$ cat src/inc/storage_ref_pkg.sv
// Shared constants for the storage reference address generator
package storage_ref_pkg;
	// ==========================================================
	// Word and field layout
	localparam int WORD_W    = 16;
	localparam int OPC_MSB   = 15;
	localparam int OPC_LSB   = 12;
	localparam int MODE_MSB  = 11;
	localparam int MODE_LSB  = 8;
	localparam int DELTA_MSB = 7;
	localparam int DELTA_LSB = 0;
	localparam int SIGN_BIT  = 15;
	// Flag positions inside the address mode field
	localparam int FLAG_REL  = 3;
	localparam int FLAG_IND  = 2;
	localparam int FLAG_IDXQ = 1;
	localparam int FLAG_IDXI = 0;
	// ==========================================================
	// Fixed addresses and reset values
	localparam logic [15:0] INDEX2_ADDR = 16'h00ff;
	localparam logic [15:0] WORD_RST    = 16'h0000;
	localparam logic [3:0]  OPC_RST     = 4'h0;
	localparam logic [7:0]  LEVEL_RST   = 8'h00;
	localparam logic [15:0] STEP_ONE    = 16'h0001;
	localparam logic [15:0] STEP_TWO    = 16'h0002;
endpackage

$ cat src/inc/instr_fields_if.sv
// Decoded storage reference fields passed from decoder to sequencer
`timescale 1ns/1ns
interface instr_fields_if;
	logic [3:0]  opcode;
	logic [3:0]  mode;
	logic [7:0]  delta;
	logic        rel;
	logic        ind;
	logic        idx_q;
	logic        idx_i;
	logic        delta_zero;
	logic [15:0] delta_sext;
	logic [15:0] delta_zext;
	modport src (output opcode, mode, delta, rel, ind, idx_q, idx_i,
		delta_zero, delta_sext, delta_zext);
	modport dst (input opcode, mode, delta, rel, ind, idx_q, idx_i,
		delta_zero, delta_sext, delta_zext);
endinterface

$ cat src/hdl/ones_add16.sv
// Sixteen bit ones complement adder with end-around carry
`timescale 1ns/1ns
module ones_add16
	import storage_ref_pkg::*;
(
	// Operands
	input  wire logic [15:0] a,
	input  wire logic [15:0] b,
	// Result
	output logic      [15:0] sum
);
	logic [16:0] raw;

	// ==========================================================
	// End-around carry keeps signed ones complement values exact
	always_comb begin
		raw = {1'b0, a} + {1'b0, b};
		sum = raw[15:0] + {15'h0000, raw[16]};
	end
endmodule

$ cat src/hdl/instr_decode.sv
// Splits a storage reference word into its fields and flags
`timescale 1ns/1ns
module instr_decode
	import storage_ref_pkg::*;
(
	// Instruction word
	input  wire logic [15:0] word,
	// Decoded fields
	instr_fields_if.src      fields
);
	// ==========================================================
	// Field split, sign bit of delta is its top bit
	always_comb begin
		fields.opcode     = word[OPC_MSB:OPC_LSB];
		fields.mode       = word[MODE_MSB:MODE_LSB];
		fields.delta      = word[DELTA_MSB:DELTA_LSB];
		fields.rel        = word[MODE_LSB + FLAG_REL];
		fields.ind        = word[MODE_LSB + FLAG_IND];
		fields.idx_q      = word[MODE_LSB + FLAG_IDXQ];
		fields.idx_i      = word[MODE_LSB + FLAG_IDXI];
		fields.delta_zero = (word[DELTA_MSB:DELTA_LSB] == 8'h00);
		fields.delta_sext = {{8{word[DELTA_MSB]}}, word[DELTA_MSB:DELTA_LSB]};
		fields.delta_zext = {8'h00, word[DELTA_MSB:DELTA_LSB]};
	end
endmodule

$ cat src/hdl/storage_ref_address_gen.sv
// Effective address generator for basic storage reference instructions
// Operation
// RULE1 - Instruction is 16 bits, bit 15 most significant
// RULE2 - Decode opcode, address mode and delta fields
// RULE3 - Opcode 15:12, mode 11:8, delta 7:0
// RULE4 - Delta is signed unless mode treats it unsigned
// RULE5 - Index one is Q, index two word 00ff
// RULE6 - Both indexes: add Q first, then word
// RULE7 - Indexing only after indirection has finished
// RULE8 - Index sums use ones complement signed adder
// RULE9 - Modes 0-3, delta nonzero: base is delta
// RULE10 - Modes 4-7, delta nonzero: base at delta
// RULE11 - Modes 8-B, delta nonzero: base P plus delta
// RULE12 - Modes C-F: read P plus delta, chain
// RULE13 - Zero delta modes 0-3: constant at P+1
// RULE14 - Next address P+1, or P+2 for zero delta
// RULE15 - Zero delta modes 4-7: word is indirect address
// RULE16 - Zero delta modes 8-B: P+1 plus word
// RULE17 - Zero delta modes C-F: relative then indirect chain
`timescale 1ns/1ns
module storage_ref_address_gen
	import storage_ref_pkg::*;
(
	// Clock, reset and freeze
	input  wire logic        mclk,
	input  wire logic        rst,
	input  wire logic        clk_en,
	// Sequencer request
	input  wire logic        start,
	input  wire logic [15:0] instr_addr,
	input  wire logic [15:0] instr_word,
	input  wire logic        short_addr_mode,
	input  wire logic        read_operand,
	input  wire logic [15:0] q_index,
	// Sequencer answer
	output logic             busy,
	output logic             done,
	output logic      [15:0] eff_addr,
	output logic      [15:0] base_addr,
	output logic      [15:0] next_addr,
	output logic      [3:0]  opcode,
	output logic             ea_is_operand,
	output logic      [7:0]  indir_levels,
	// Main memory read port
	output logic             mem_rd_req,
	output logic      [15:0] mem_addr,
	input  wire logic        mem_rd_ack,
	input  wire logic [15:0] mem_rd_data
);
	// ==========================================================
	// State encoding
	typedef enum logic [2:0] {
		ST_IDLE,
		ST_DECODE,
		ST_WORD2,
		ST_INDIR,
		ST_IDX_Q,
		ST_RD_IDX,
		ST_FINISH
	} state_e;

	state_e      state_reg;
	logic [15:0] instr_reg;
	logic [15:0] p_reg;
	logic [15:0] p1_reg;
	logic [15:0] base_reg;
	logic [15:0] acc_reg;
	logic [15:0] eff_reg;
	logic [15:0] next_reg;
	logic [3:0]  opcode_reg;
	logic        operand_reg;
	logic        chain_reg;
	logic        short_reg;
	logic        rdop_reg;
	logic [7:0]  level_reg;
	logic        busy_reg;
	logic        done_reg;
	logic        req_reg;
	logic [15:0] addr_reg;

	// Shared adder operands
	logic [15:0] add_a;
	logic [15:0] add_b;
	logic [15:0] add_sum;

	// Plain increments of the instruction address
	logic [15:0] p_plus_one;
	logic [15:0] p_plus_two;

	// Memory word with the chain flag stripped
	logic [15:0] chain_addr;
	logic        mem_done;

	instr_fields_if fld ();

	// ==========================================================
	// Field decoder works on the latched instruction word
	instr_decode u_decode (
		.word   (instr_reg),
		.fields (fld)
	); // RULE2

	// ==========================================================
	// One ones complement adder serves every relative and index address sum
	ones_add16 u_add (
		.a   (add_a),
		.b   (add_b),
		.sum (add_sum)
	); // RULE8

	// Operand selection follows the step being worked on
	always_comb begin
		add_a = WORD_RST;
		add_b = WORD_RST;
		case (state_reg)
			ST_DECODE: begin
				add_a = p_reg;
				add_b = fld.delta_sext; // RULE4
			end
			ST_WORD2: begin
				add_a = p1_reg;
				add_b = mem_rd_data; // RULE16
			end
			ST_IDX_Q: begin
				add_a = base_reg;
				add_b = q_index; // RULE6
			end
			ST_RD_IDX: begin
				add_a = acc_reg;
				add_b = mem_rd_data; // RULE6
			end
			default: begin
				add_a = WORD_RST;
				add_b = WORD_RST;
			end
		endcase
	end

	// ==========================================================
	// Small helper terms
	assign p_plus_one = p_reg + STEP_ONE;
	assign p_plus_two = p_reg + STEP_TWO;
	assign chain_addr = {1'b0, mem_rd_data[SIGN_BIT - 1:0]};
	assign mem_done   = req_reg && mem_rd_ack;

	// ==========================================================
	// Request capture; a start while busy is ignored
	always_ff @(posedge mclk or posedge rst) begin
		if (rst) begin
			instr_reg <= WORD_RST;
			p_reg     <= WORD_RST;
			short_reg <= 1'b0;
			rdop_reg  <= 1'b0;
		end else if (clk_en) begin
			if (state_reg == ST_IDLE && start) begin
				instr_reg <= instr_word; // RULE1
				p_reg     <= instr_addr;
				short_reg <= short_addr_mode;
				rdop_reg  <= read_operand;
			end
		end
	end

	// ==========================================================
	// Main sequence: fetch, resolve indirection, then index
	always_ff @(posedge mclk or posedge rst) begin
		if (rst) begin
			state_reg   <= ST_IDLE;
			p1_reg      <= WORD_RST;
			base_reg    <= WORD_RST;
			acc_reg     <= WORD_RST;
			next_reg    <= WORD_RST;
			opcode_reg  <= OPC_RST;
			operand_reg <= 1'b0;
			chain_reg   <= 1'b0;
			level_reg   <= LEVEL_RST;
			req_reg     <= 1'b0;
			addr_reg    <= WORD_RST;
		end else if (clk_en) begin
			case (state_reg)
				ST_IDLE: begin
					if (start) begin
						state_reg   <= ST_DECODE;
						operand_reg <= 1'b0;
						chain_reg   <= 1'b0;
						level_reg   <= LEVEL_RST;
					end
				end
				ST_DECODE: begin
					// Opcode is taken from bits 15 to 12
					opcode_reg <= fld.opcode; // RULE3
					p1_reg     <= p_plus_one;
					// Zero delta means a second word follows
					if (fld.delta_zero) begin
						next_reg  <= p_plus_two; // RULE14
						addr_reg  <= p_plus_one;
						req_reg   <= 1'b1;
						state_reg <= ST_WORD2;
					end else begin
						next_reg <= p_plus_one; // RULE14
						if (!fld.rel && !fld.ind) begin
							// Delta is an unsigned base
							base_reg  <= fld.delta_zext; // RULE9
							state_reg <= ST_IDX_Q;
						end else if (!fld.rel && fld.ind) begin
							// Delta is an unsigned pointer, one level only
							addr_reg  <= fld.delta_zext; // RULE10
							req_reg   <= 1'b1;
							state_reg <= ST_INDIR;
						end else if (fld.rel && !fld.ind) begin
							base_reg  <= add_sum; // RULE11
							state_reg <= ST_IDX_Q;
						end else begin
							// Relative pointer may chain in short mode
							addr_reg  <= add_sum; // RULE12
							chain_reg <= 1'b1;
							req_reg   <= 1'b1;
							state_reg <= ST_INDIR;
						end
					end
				end
				ST_WORD2: begin
					if (mem_done) begin
						req_reg <= 1'b0;
						if (!fld.rel && !fld.ind) begin
							// Mode 0 points at the constant itself
							if (fld.mode == 4'h0) begin
								base_reg <= p1_reg; // RULE13
							end else begin
								base_reg    <= mem_rd_data; // RULE13
								operand_reg <= rdop_reg; // RULE13
							end
							state_reg <= ST_IDX_Q;
						end else if (!fld.rel && fld.ind) begin
							// Second word holds the address itself
							base_reg  <= mem_rd_data; // RULE15
							state_reg <= ST_IDX_Q;
						end else if (fld.rel && !fld.ind) begin
							base_reg  <= add_sum; // RULE16
							state_reg <= ST_IDX_Q;
						end else if (!short_reg) begin
							// Full mode: one indirect read, no chain
							addr_reg  <= add_sum; // RULE17
							req_reg   <= 1'b1;
							state_reg <= ST_INDIR;
						end else if (!mem_rd_data[SIGN_BIT]) begin
							base_reg  <= add_sum; // RULE17
							state_reg <= ST_IDX_Q;
						end else begin
							// Short mode with sign set starts a chain
							addr_reg  <= add_sum; // RULE17
							chain_reg <= 1'b1;
							req_reg   <= 1'b1;
							state_reg <= ST_INDIR;
						end
					end
				end
				ST_INDIR: begin
					if (mem_done) begin
						level_reg <= level_reg + 8'h01;
						// Chain only in short mode, on a set sign bit
						if (chain_reg && short_reg && mem_rd_data[SIGN_BIT]) begin
							addr_reg <= chain_addr; // RULE12
							req_reg  <= 1'b1;
						end else begin
							req_reg   <= 1'b0;
							base_reg  <= mem_rd_data; // RULE12
							state_reg <= ST_IDX_Q;
						end
					end
				end
				ST_IDX_Q: begin
					// Reached only once the base is final
					if (fld.idx_q) begin
						acc_reg <= add_sum; // RULE7
					end else begin
						acc_reg <= base_reg;
					end
					if (fld.idx_i) begin
						addr_reg  <= INDEX2_ADDR; // RULE5
						req_reg   <= 1'b1;
						state_reg <= ST_RD_IDX;
					end else begin
						state_reg <= ST_FINISH;
					end
				end
				ST_RD_IDX: begin
					if (mem_done) begin
						req_reg   <= 1'b0;
						acc_reg   <= add_sum; // RULE6
						state_reg <= ST_FINISH;
					end
				end
				ST_FINISH: begin
					state_reg <= ST_IDLE;
				end
				default: begin
					state_reg <= ST_IDLE;
				end
			endcase
		end
	end

	// ==========================================================
	// Answer registers; the address stands until the next request finishes, done pulses for one cycle
	always_ff @(posedge mclk or posedge rst) begin
		if (rst) begin
			eff_reg  <= WORD_RST;
			done_reg <= 1'b0;
		end else if (clk_en) begin
			done_reg <= (state_reg == ST_FINISH);
			if (state_reg == ST_FINISH) begin
				eff_reg <= acc_reg; // RULE7
			end
		end
	end

	// Busy covers every cycle from the start to the done pulse
	always_ff @(posedge mclk or posedge rst) begin
		if (rst) begin
			busy_reg <= 1'b0;
		end else if (clk_en) begin
			if (state_reg == ST_IDLE && start) begin
				busy_reg <= 1'b1;
			end else if (state_reg == ST_FINISH) begin
				busy_reg <= 1'b0;
			end
		end
	end

	// ==========================================================
	// Outputs come straight from flip-flops
	assign busy          = busy_reg;
	assign done          = done_reg;
	assign eff_addr      = eff_reg;
	assign base_addr     = base_reg;
	assign next_addr     = next_reg;
	assign opcode        = opcode_reg;
	assign ea_is_operand = operand_reg;
	assign indir_levels  = level_reg;
	assign mem_rd_req    = req_reg;
	assign mem_addr      = addr_reg;
endmodule

$ cat config.mk
export PLATFORM = sky130hd
export DESIGN_NAME = storage_ref_address_gen
export DESIGN_NICKNAME = d
export VERILOG_FILES = /design/src/inc/storage_ref_pkg.sv /design/src/inc/instr_fields_if.sv /design/src/hdl/ones_add16.sv /design/src/hdl/instr_decode.sv /design/src/hdl/storage_ref_address_gen.sv
export SDC_FILE = /design/constraint.sdc
export NUM_CORES = 1
export LEC_CHECK = 0
export ABC_AREA = 1
export BUFFER_PORTS_ARGS = -buffer_cell sky130_fd_sc_hd__buf_2
export CORE_MARGIN = 1.5
export CORE_UTILIZATION = 55
export CTS_BUF_LIST = sky130_fd_sc_hd__clkbuf_2
export CTS_CLUSTER_SIZE = 10
export DETAILED_ROUTE_END_ITERATION = 16
export GPL_TIMING_DRIVEN = 0
export PLACE_DENSITY = 0.75
export SLEW_MARGIN = 25
export SYNTH_ARGS = -nofsm -noshare
export SYNTH_HDL_FRONTEND = slang
export SYNTH_HIERARCHICAL = 1
export SYNTH_SLANG_ARGS = --single-unit
export TNS_END_PERCENT = 30
$ cat constraint.sdc
create_clock -name mclk -period 9.05 [get_ports mclk]
set_clock_uncertainty 0.05 [all_clocks]
set_input_delay 1.3575 -clock mclk [delete_from_list [all_inputs] [get_ports mclk]]
set_output_delay 1.3575 -clock mclk [all_outputs]
set_load 0.01 [all_outputs]
=== After elaboration in Yosys (flattened, before gate mapping) ===
Cells that the tools add are included.

* Bits in registers: 150
* Bits in latches: 0
* RAM bits: 0
* ROM bits: 0
* Input port bits: 71
* Output and inout bits: 80
* Memories: 0

* Add/sub/neg operators: 5
* Multiply operators: 0
* Div/mod/pow operators: 0
* $lt $le $gt $ge: 0
* Equality and inequality tests: 31
* Shifts and indexed selects: 0
* Muxes and demuxes: 85
* Bitwise operators: 0
* Reductions and logical operators: 33

{| class="wikitable"
|+ Operators with widths
! operator !! count
|-
| $mux W16 || 29
|-
| $pmux W16 S4 || 2
|-
| $pmux W16 S3 || 2
|-
| $mux W3 || 14
|-
| $ne A2 B2 Y1 const B || 18
|-
| $pmux W16 S2 || 1
|-
| $mux W1 || 29
|-
| $pmux W3 S6 || 1
|-
| $add A16 B16 Y17 || 1
|-
| $add A16 B1 Y16 || 1
|-
| $add A16 B1 Y16 const B || 1
|-
| $add A16 B2 Y16 const B || 1
|-
| $mux W8 || 2
|-
| $pmux W8 S2 || 1
|-
| $reduce_and A13 Y1 || 1
|-
| $ne A3 B3 Y1 const B || 4
|-
| $reduce_and A12 Y1 || 1
|-
| $reduce_and A6 Y1 || 2
|-
| $ne A5 B5 Y1 const B || 2
|-
| $reduce_and A10 Y1 || 1
|-
| $eq A3 B3 Y1 const B || 3
|-
| $add A8 B1 Y8 const B || 1
|-
| $logic_not A8 Y1 || 1
|-
| $reduce_and A2 Y1 || 4
|-
| other kinds (19) || 31
|}

=== Longest topological paths before layout ===
* Depth in word-level cells: 12
* Gate-level depth with buffers: 37
* Gate-level depth less buffers: 35

=== Cells and area by module ===
Netlist, hierarchy kept.

{| class="wikitable"
|+ Modules (own cells, without submodules)
! module !! times used !! cells an instance !! area each (um2) !! seq. area each (um2)
|-
| storage_ref_address_gen || 1 || 1368 || 9275.1 || 3753.6
|-
| ones_add16 || 1 || 282 || 1413.9 || 0.0
|-
| instr_decode || 1 || 60 || 420.4 || 0.0
|}

=== Least setup slack after synthesis ===
No wires, ideal clock.

* Path kind: input to register
* Start point: input q_index[0]
* End point: register base_reg[10] (netlist: base_addr[10])
* Arrival time: 4.282 ns
* Data required time: 8.874 ns
* Setup slack: 4.591 ns
* Cell stages on the path: 29
* Buffers on the path: 0
* Cell sequence: nand2_1 -> nand3_1 -> ha_1 -> fa_1 -> nand2_1 -> nand2_1 -> nand3_1 -> nand2_1 -> nand2_1 -> nand2_1 -> a21oi_1 -> o21bai_1 -> ha_1 -> ha_1 -> inv_1 -> nor2_1 -> nand3_1 -> nor2_2 -> nand2_2 -> nor2_4 -> nand2_1 -> xor2_1 -> inv_1 -> inv_1 -> o21ai_0 -> a21oi_1 -> o211ai_1 -> nand2_1 -> o21ai_0

* Word-level cells in the longest chain between the ends: 10
* Elaborated cells between the ends (all ways): 14
* Those cells by class: add/sub: 2; mux: 12

{| class="wikitable"
|+ RTL lines
! what !! line !! RTL
|-
| start, declared || storage_ref_address_gen.sv:34 || <nowiki>input wire logic [15:0] q_index,</nowiki>
|-
| $pmux W16 S3 * || storage_ref_address_gen.sv:115 || <nowiki>case (state_reg)</nowiki>
|-
| named net add_b[0] || storage_ref_address_gen.sv:83 || <nowiki>logic [15:0] add_b;</nowiki>
|-
| $add A16 B16 Y17 * || ones_add16.sv:17 || <nowiki>raw = {1'b0, a} + {1'b0, b};</nowiki>
|-
| $add A16 B1 Y16 * || ones_add16.sv:18 || <nowiki>sum = raw[15:0] + {15'h0000, raw[16]};</nowiki>
|-
| named net add_sum[10] || storage_ref_address_gen.sv:84 || <nowiki>logic [15:0] add_sum;</nowiki>
|-
| $mux W16 || storage_ref_address_gen.sv:246 || <nowiki>end else if (!mem_rd_data[SIGN_BIT]) begin</nowiki>
|-
| $mux W16 || storage_ref_address_gen.sv:241 || <nowiki>end else if (!short_reg) begin</nowiki>
|-
| $mux W16 || storage_ref_address_gen.sv:238 || <nowiki>end else if (fld.rel && !fld.ind) begin</nowiki>
|-
| $mux W16 || storage_ref_address_gen.sv:234 || <nowiki>end else if (!fld.rel && fld.ind) begin</nowiki>
|-
| $mux W16 || storage_ref_address_gen.sv:225 || <nowiki>if (!fld.rel && !fld.ind) begin</nowiki>
|-
| $mux W16 || storage_ref_address_gen.sv:223 || <nowiki>if (mem_done) begin</nowiki>
|-
| $pmux W16 S3 * || storage_ref_address_gen.sv:180 || <nowiki>case (state_reg)</nowiki>
|-
| end signal, assigned || storage_ref_address_gen.sv:228 || <nowiki>base_reg <= p1_reg;</nowiki>
|-
| end signal, assigned || storage_ref_address_gen.sv:230 || <nowiki>base_reg <= mem_rd_data;</nowiki>
|-
| end signal, assigned || storage_ref_address_gen.sv:236 || <nowiki>base_reg <= mem_rd_data;</nowiki>
|-
| end, declared || storage_ref_address_gen.sv:66 || <nowiki>logic [15:0] base_reg;</nowiki>
|}

The timed path passes the listed nets; every way through them passes the cells marked *. The select of a mux whose other input is x is not followed.
A chain may end at the register's enable or synchronous reset.

=== Final worst setup path ===
* Start point: register state_reg[0]
* End point: register base_reg[11] (netlist: base_addr[11])

* Elaborated cells between the ends (all ways): 31
* Those cells by class: add/sub: 2; eq/ne: 13; mux: 13; reduce/logical: 3

{| class="wikitable"
|+ RTL lines
! what !! line !! RTL
|-
| start, declared || storage_ref_address_gen.sv:62 || <nowiki>state_e state_reg;</nowiki>
|-
| start signal, assigned || storage_ref_address_gen.sv:168 || <nowiki>state_reg <= ST_IDLE;</nowiki>
|-
| start signal, assigned || storage_ref_address_gen.sv:183 || <nowiki>state_reg <= ST_DECODE;</nowiki>
|-
| start signal, assigned || storage_ref_address_gen.sv:198 || <nowiki>state_reg <= ST_WORD2;</nowiki>
|-
| $eq A3 B3 Y1 (tied with other cells) || storage_ref_address_gen.sv:115 ||
|-
| $pmux W16 S4 * || storage_ref_address_gen.sv:115 ||
|-
| named net add_a[0] || storage_ref_address_gen.sv:82 || <nowiki>logic [15:0] add_a;</nowiki>
|-
| $add A16 B16 Y17 * || ones_add16.sv:17 ||
|-
| $add A16 B1 Y16 * || ones_add16.sv:18 ||
|-
| named net add_sum[11] || storage_ref_address_gen.sv:84 ||
|-
| $mux W16 || storage_ref_address_gen.sv:246 ||
|-
| $mux W16 || storage_ref_address_gen.sv:241 ||
|-
| $mux W16 || storage_ref_address_gen.sv:238 ||
|-
| $mux W16 || storage_ref_address_gen.sv:234 ||
|-
| $mux W16 || storage_ref_address_gen.sv:225 ||
|-
| $mux W16 || storage_ref_address_gen.sv:223 ||
|-
| $pmux W16 S3 * || storage_ref_address_gen.sv:180 ||
|}

Marked as above.

==> results.json <==
{
  "status": "complete, no violations",
  "ir_drop_uv": 244,
  "cts.sinks": 150,
  "max_freq_ghz": 0.161,
  "worst_pin_slew_ns": 0.747,
  "layout-drive-gt1-share": 0.148,
  "die_area_mm2": 0.0209,
  "first_pass_iters": 9,
  "grt_max_degree": 81,
  "cp-end-kind": "register",
  "dr_wl_met3_um": 4480,
  "htree_levels": 4,
  "grt_pass1_wl_um": 63400,
  "drc": 0,
  "dpl_worst_slack_ns": 3.24,
  "wl_met1_um": 17600,
  "dr.max_layer_used": "met4",
  "maxCapViolCount": 0,
  "cts_made_buffers": 17,
  "io_buffers": 150,
  "coreArea_mm2": 0.0196,
  "drt_iter0_drc": 1504,
  "setup_tns_ns": 0,
  "ios": 151,
  "crit_start": "state_reg[0]$_DFFE_PP0P_",
  "layout.nets": 1976,
  "rr_startpoint": "state_reg[0]$_DFFE_PP0P_",
  "hold_viol": 0,
  "grt_pass1_vias": 11200,
  "areaGrowthSynthToFinish_pct": 12.9,
  "cp_max_fo": 10,
  "rrSetupSlack_ns": 2.83,
  "grt-ovfl-total": 0,
  "cts_root_buffer": "clkbuf_2",
  "cts_resized": 0,
  "syn_area_mm2": 0.0110,
  "finalInstanceArea_mm2": 0.0125,
  "slew_viol_final": 0,
  "crit_cells": 31,
  "crit_family": "simple AND/OR/NAND/NOR gates",
  "path_class": "reg2reg",
  "period_needed_ns": 6.22,
  "critPathSlowestCell": "o221ai_1",
  "place_area_mm2": 0.0122,
  "cp.arrival_ns": 6.88,
  "place_congestion": 1.02,
  "clk_pin_slew_ns": 0.29,
  "antenna_found_initial": 1,
  "start_util": 0.564,
  "cp-start-kind": "register",
  "insertion_delay_ns": 0.79,
  "post_cts_buffers": 0,
  "cts_tree": "done",
  "via_per_inst": 5.75,
  "reg2reg_depth": 31,
  "setup_viol": 0,
  "clock_path_buffers": 2,
  "worstPathRequired_ns": 9.72,
  "slew_headroom": 0.502,
  "synth_warnings": 6,
  "syn_inst": 1702,
  "postCtsHoldBufs": 0,
  "r2r-end": "base_addr[11]$_DFFE_PP0P_",
  "routed_wl_um": 42300,
  "grt_setup_unrepaired": "no",
  "leakage_uw": 0.00674,
  "ant_nets": 0,
  "slowest_delay_ns": 0.49,
  "die_h_um": 145,
  "rows": 51,
  "total_power_uw": 5610,
  "cpMostUsedCell": "nand2_1",
  "avgSynthCellArea_um2": 6.49,
  "vias": 12400,
  "track_usage": 0.408,
  "dr_wl_met2_um": 18200,
  "hpwl_um": 33700,
  "endpoint": "base_addr[11]$_DFFE_PP0P_",
  "p_per_area_mw_per_mm2": 450,
  "post-route-period-util": 0.687,
  "die_w_um": 145,
  "hold_slack_ns": 0.461,
  "fin_ws_ns": 2.83,
  "holdCritPathClass": "reg2reg",
  "cp_num_buf_inv": 4,
  "wl_per_cell_um": 19.6
}
-- stage by stage --
stage | utilization | instances
2_1_floorplan | - | 1709
3_3_place_gp | 0.621 | 2124
3_5_place_dp | 0.622 | 2125
4_1_cts | 0.636 | 2157
5_1_grt | 0.637 | 2159
6_report | 0.637 | 2159
-- final cells by class --
class / instances / area [um2]
Inverter: 206 / 781
Clock inverter: 15 / 189
Antenna cell: 2 / 5.00
Fill cell: 1882 / 7120
Multi-Input combinational cell: 1239 / 5920
Clock buffer: 17 / 85.1
Tap cell: 265 / 332
Timing Repair Buffer: 151 / 778
Sequential cell: 150 / 3750
Buffer: 114 / 631
-- cell usage in the layout, fill, tap and decap left out, types with 3 or more instances in the layout --
master	n
buf_2	171
xor2_1	20
conb_1	8
clkbuf_2	17
o211ai_1	34
o22ai_1	13
nor2_2	6
inv_6	3
buf_4	47
dfrtp_1	150
inv_8	4
inv_2	8
xnor2_1	6
o221ai_1	11
a211oi_1	8
a21oi_1	94
nand4_1	18
ha_1	25
nand2_2	6
buf_1	3
nor2_4	3
o21ai_0	100
a22oi_1	3
and2_1	3
nor2_1	136
o21ai_1	12
clkbuf_1	43
nand2_1	572
nand3_1	123
inv_1	195
nand3b_1	11
o2111ai_1	5
clkinv_4	3
nor3_1	7
-- layer usage --
layer | track usage | vias up
met1 | 0.559 | 5779
met5 | 0 | -
met4 | 0.169 | 0
li1 | - | 5778
met3 | 0.0974 | 134
met2 | 0.618 | 730
-- worst min-delay path by stage --
stage | start | to | slack (ns) | cells after the start
after floorplan | rdop_reg$_DFFE_PP0P_ | rdop_reg$_DFFE_PP0P_ | 0.39 | 2
after global placement | opcode[1]$_DFFE_PP0P_ | opcode[1]$_DFFE_PP0P_ | 0.40 | 2
after detailed placement | instr_reg[14]$_DFFE_PP0P_ | instr_reg[14]$_DFFE_PP0P_ | 0.41 | 2
after CTS | instr_reg[15]$_DFFE_PP0P_ | instr_reg[15]$_DFFE_PP0P_ | 0.47 | 2
after global routing | opcode[0]$_DFFE_PP0P_ | opcode[0]$_DFFE_PP0P_ | 0.49 | 2
final | instr_reg[15]$_DFFE_PP0P_ | instr_reg[15]$_DFFE_PP0P_ | 0.46 | 2
-- worst min-delay path, cell delays in order, from the launching register on --
cell and delay [ns]:
dfrtp_1 0.41, nand2_1 0.05, nand2_1 0.05
-- where the power goes --
part | total, uW | switching, uW | internal, uW
sequential | 1230 | 260 | 971
combinational | 3930 | 2710 | 1220
clock | 450 | 308 | 141
total | 5610 | 3280 | 2330
(Power assumes the default switching activity.)
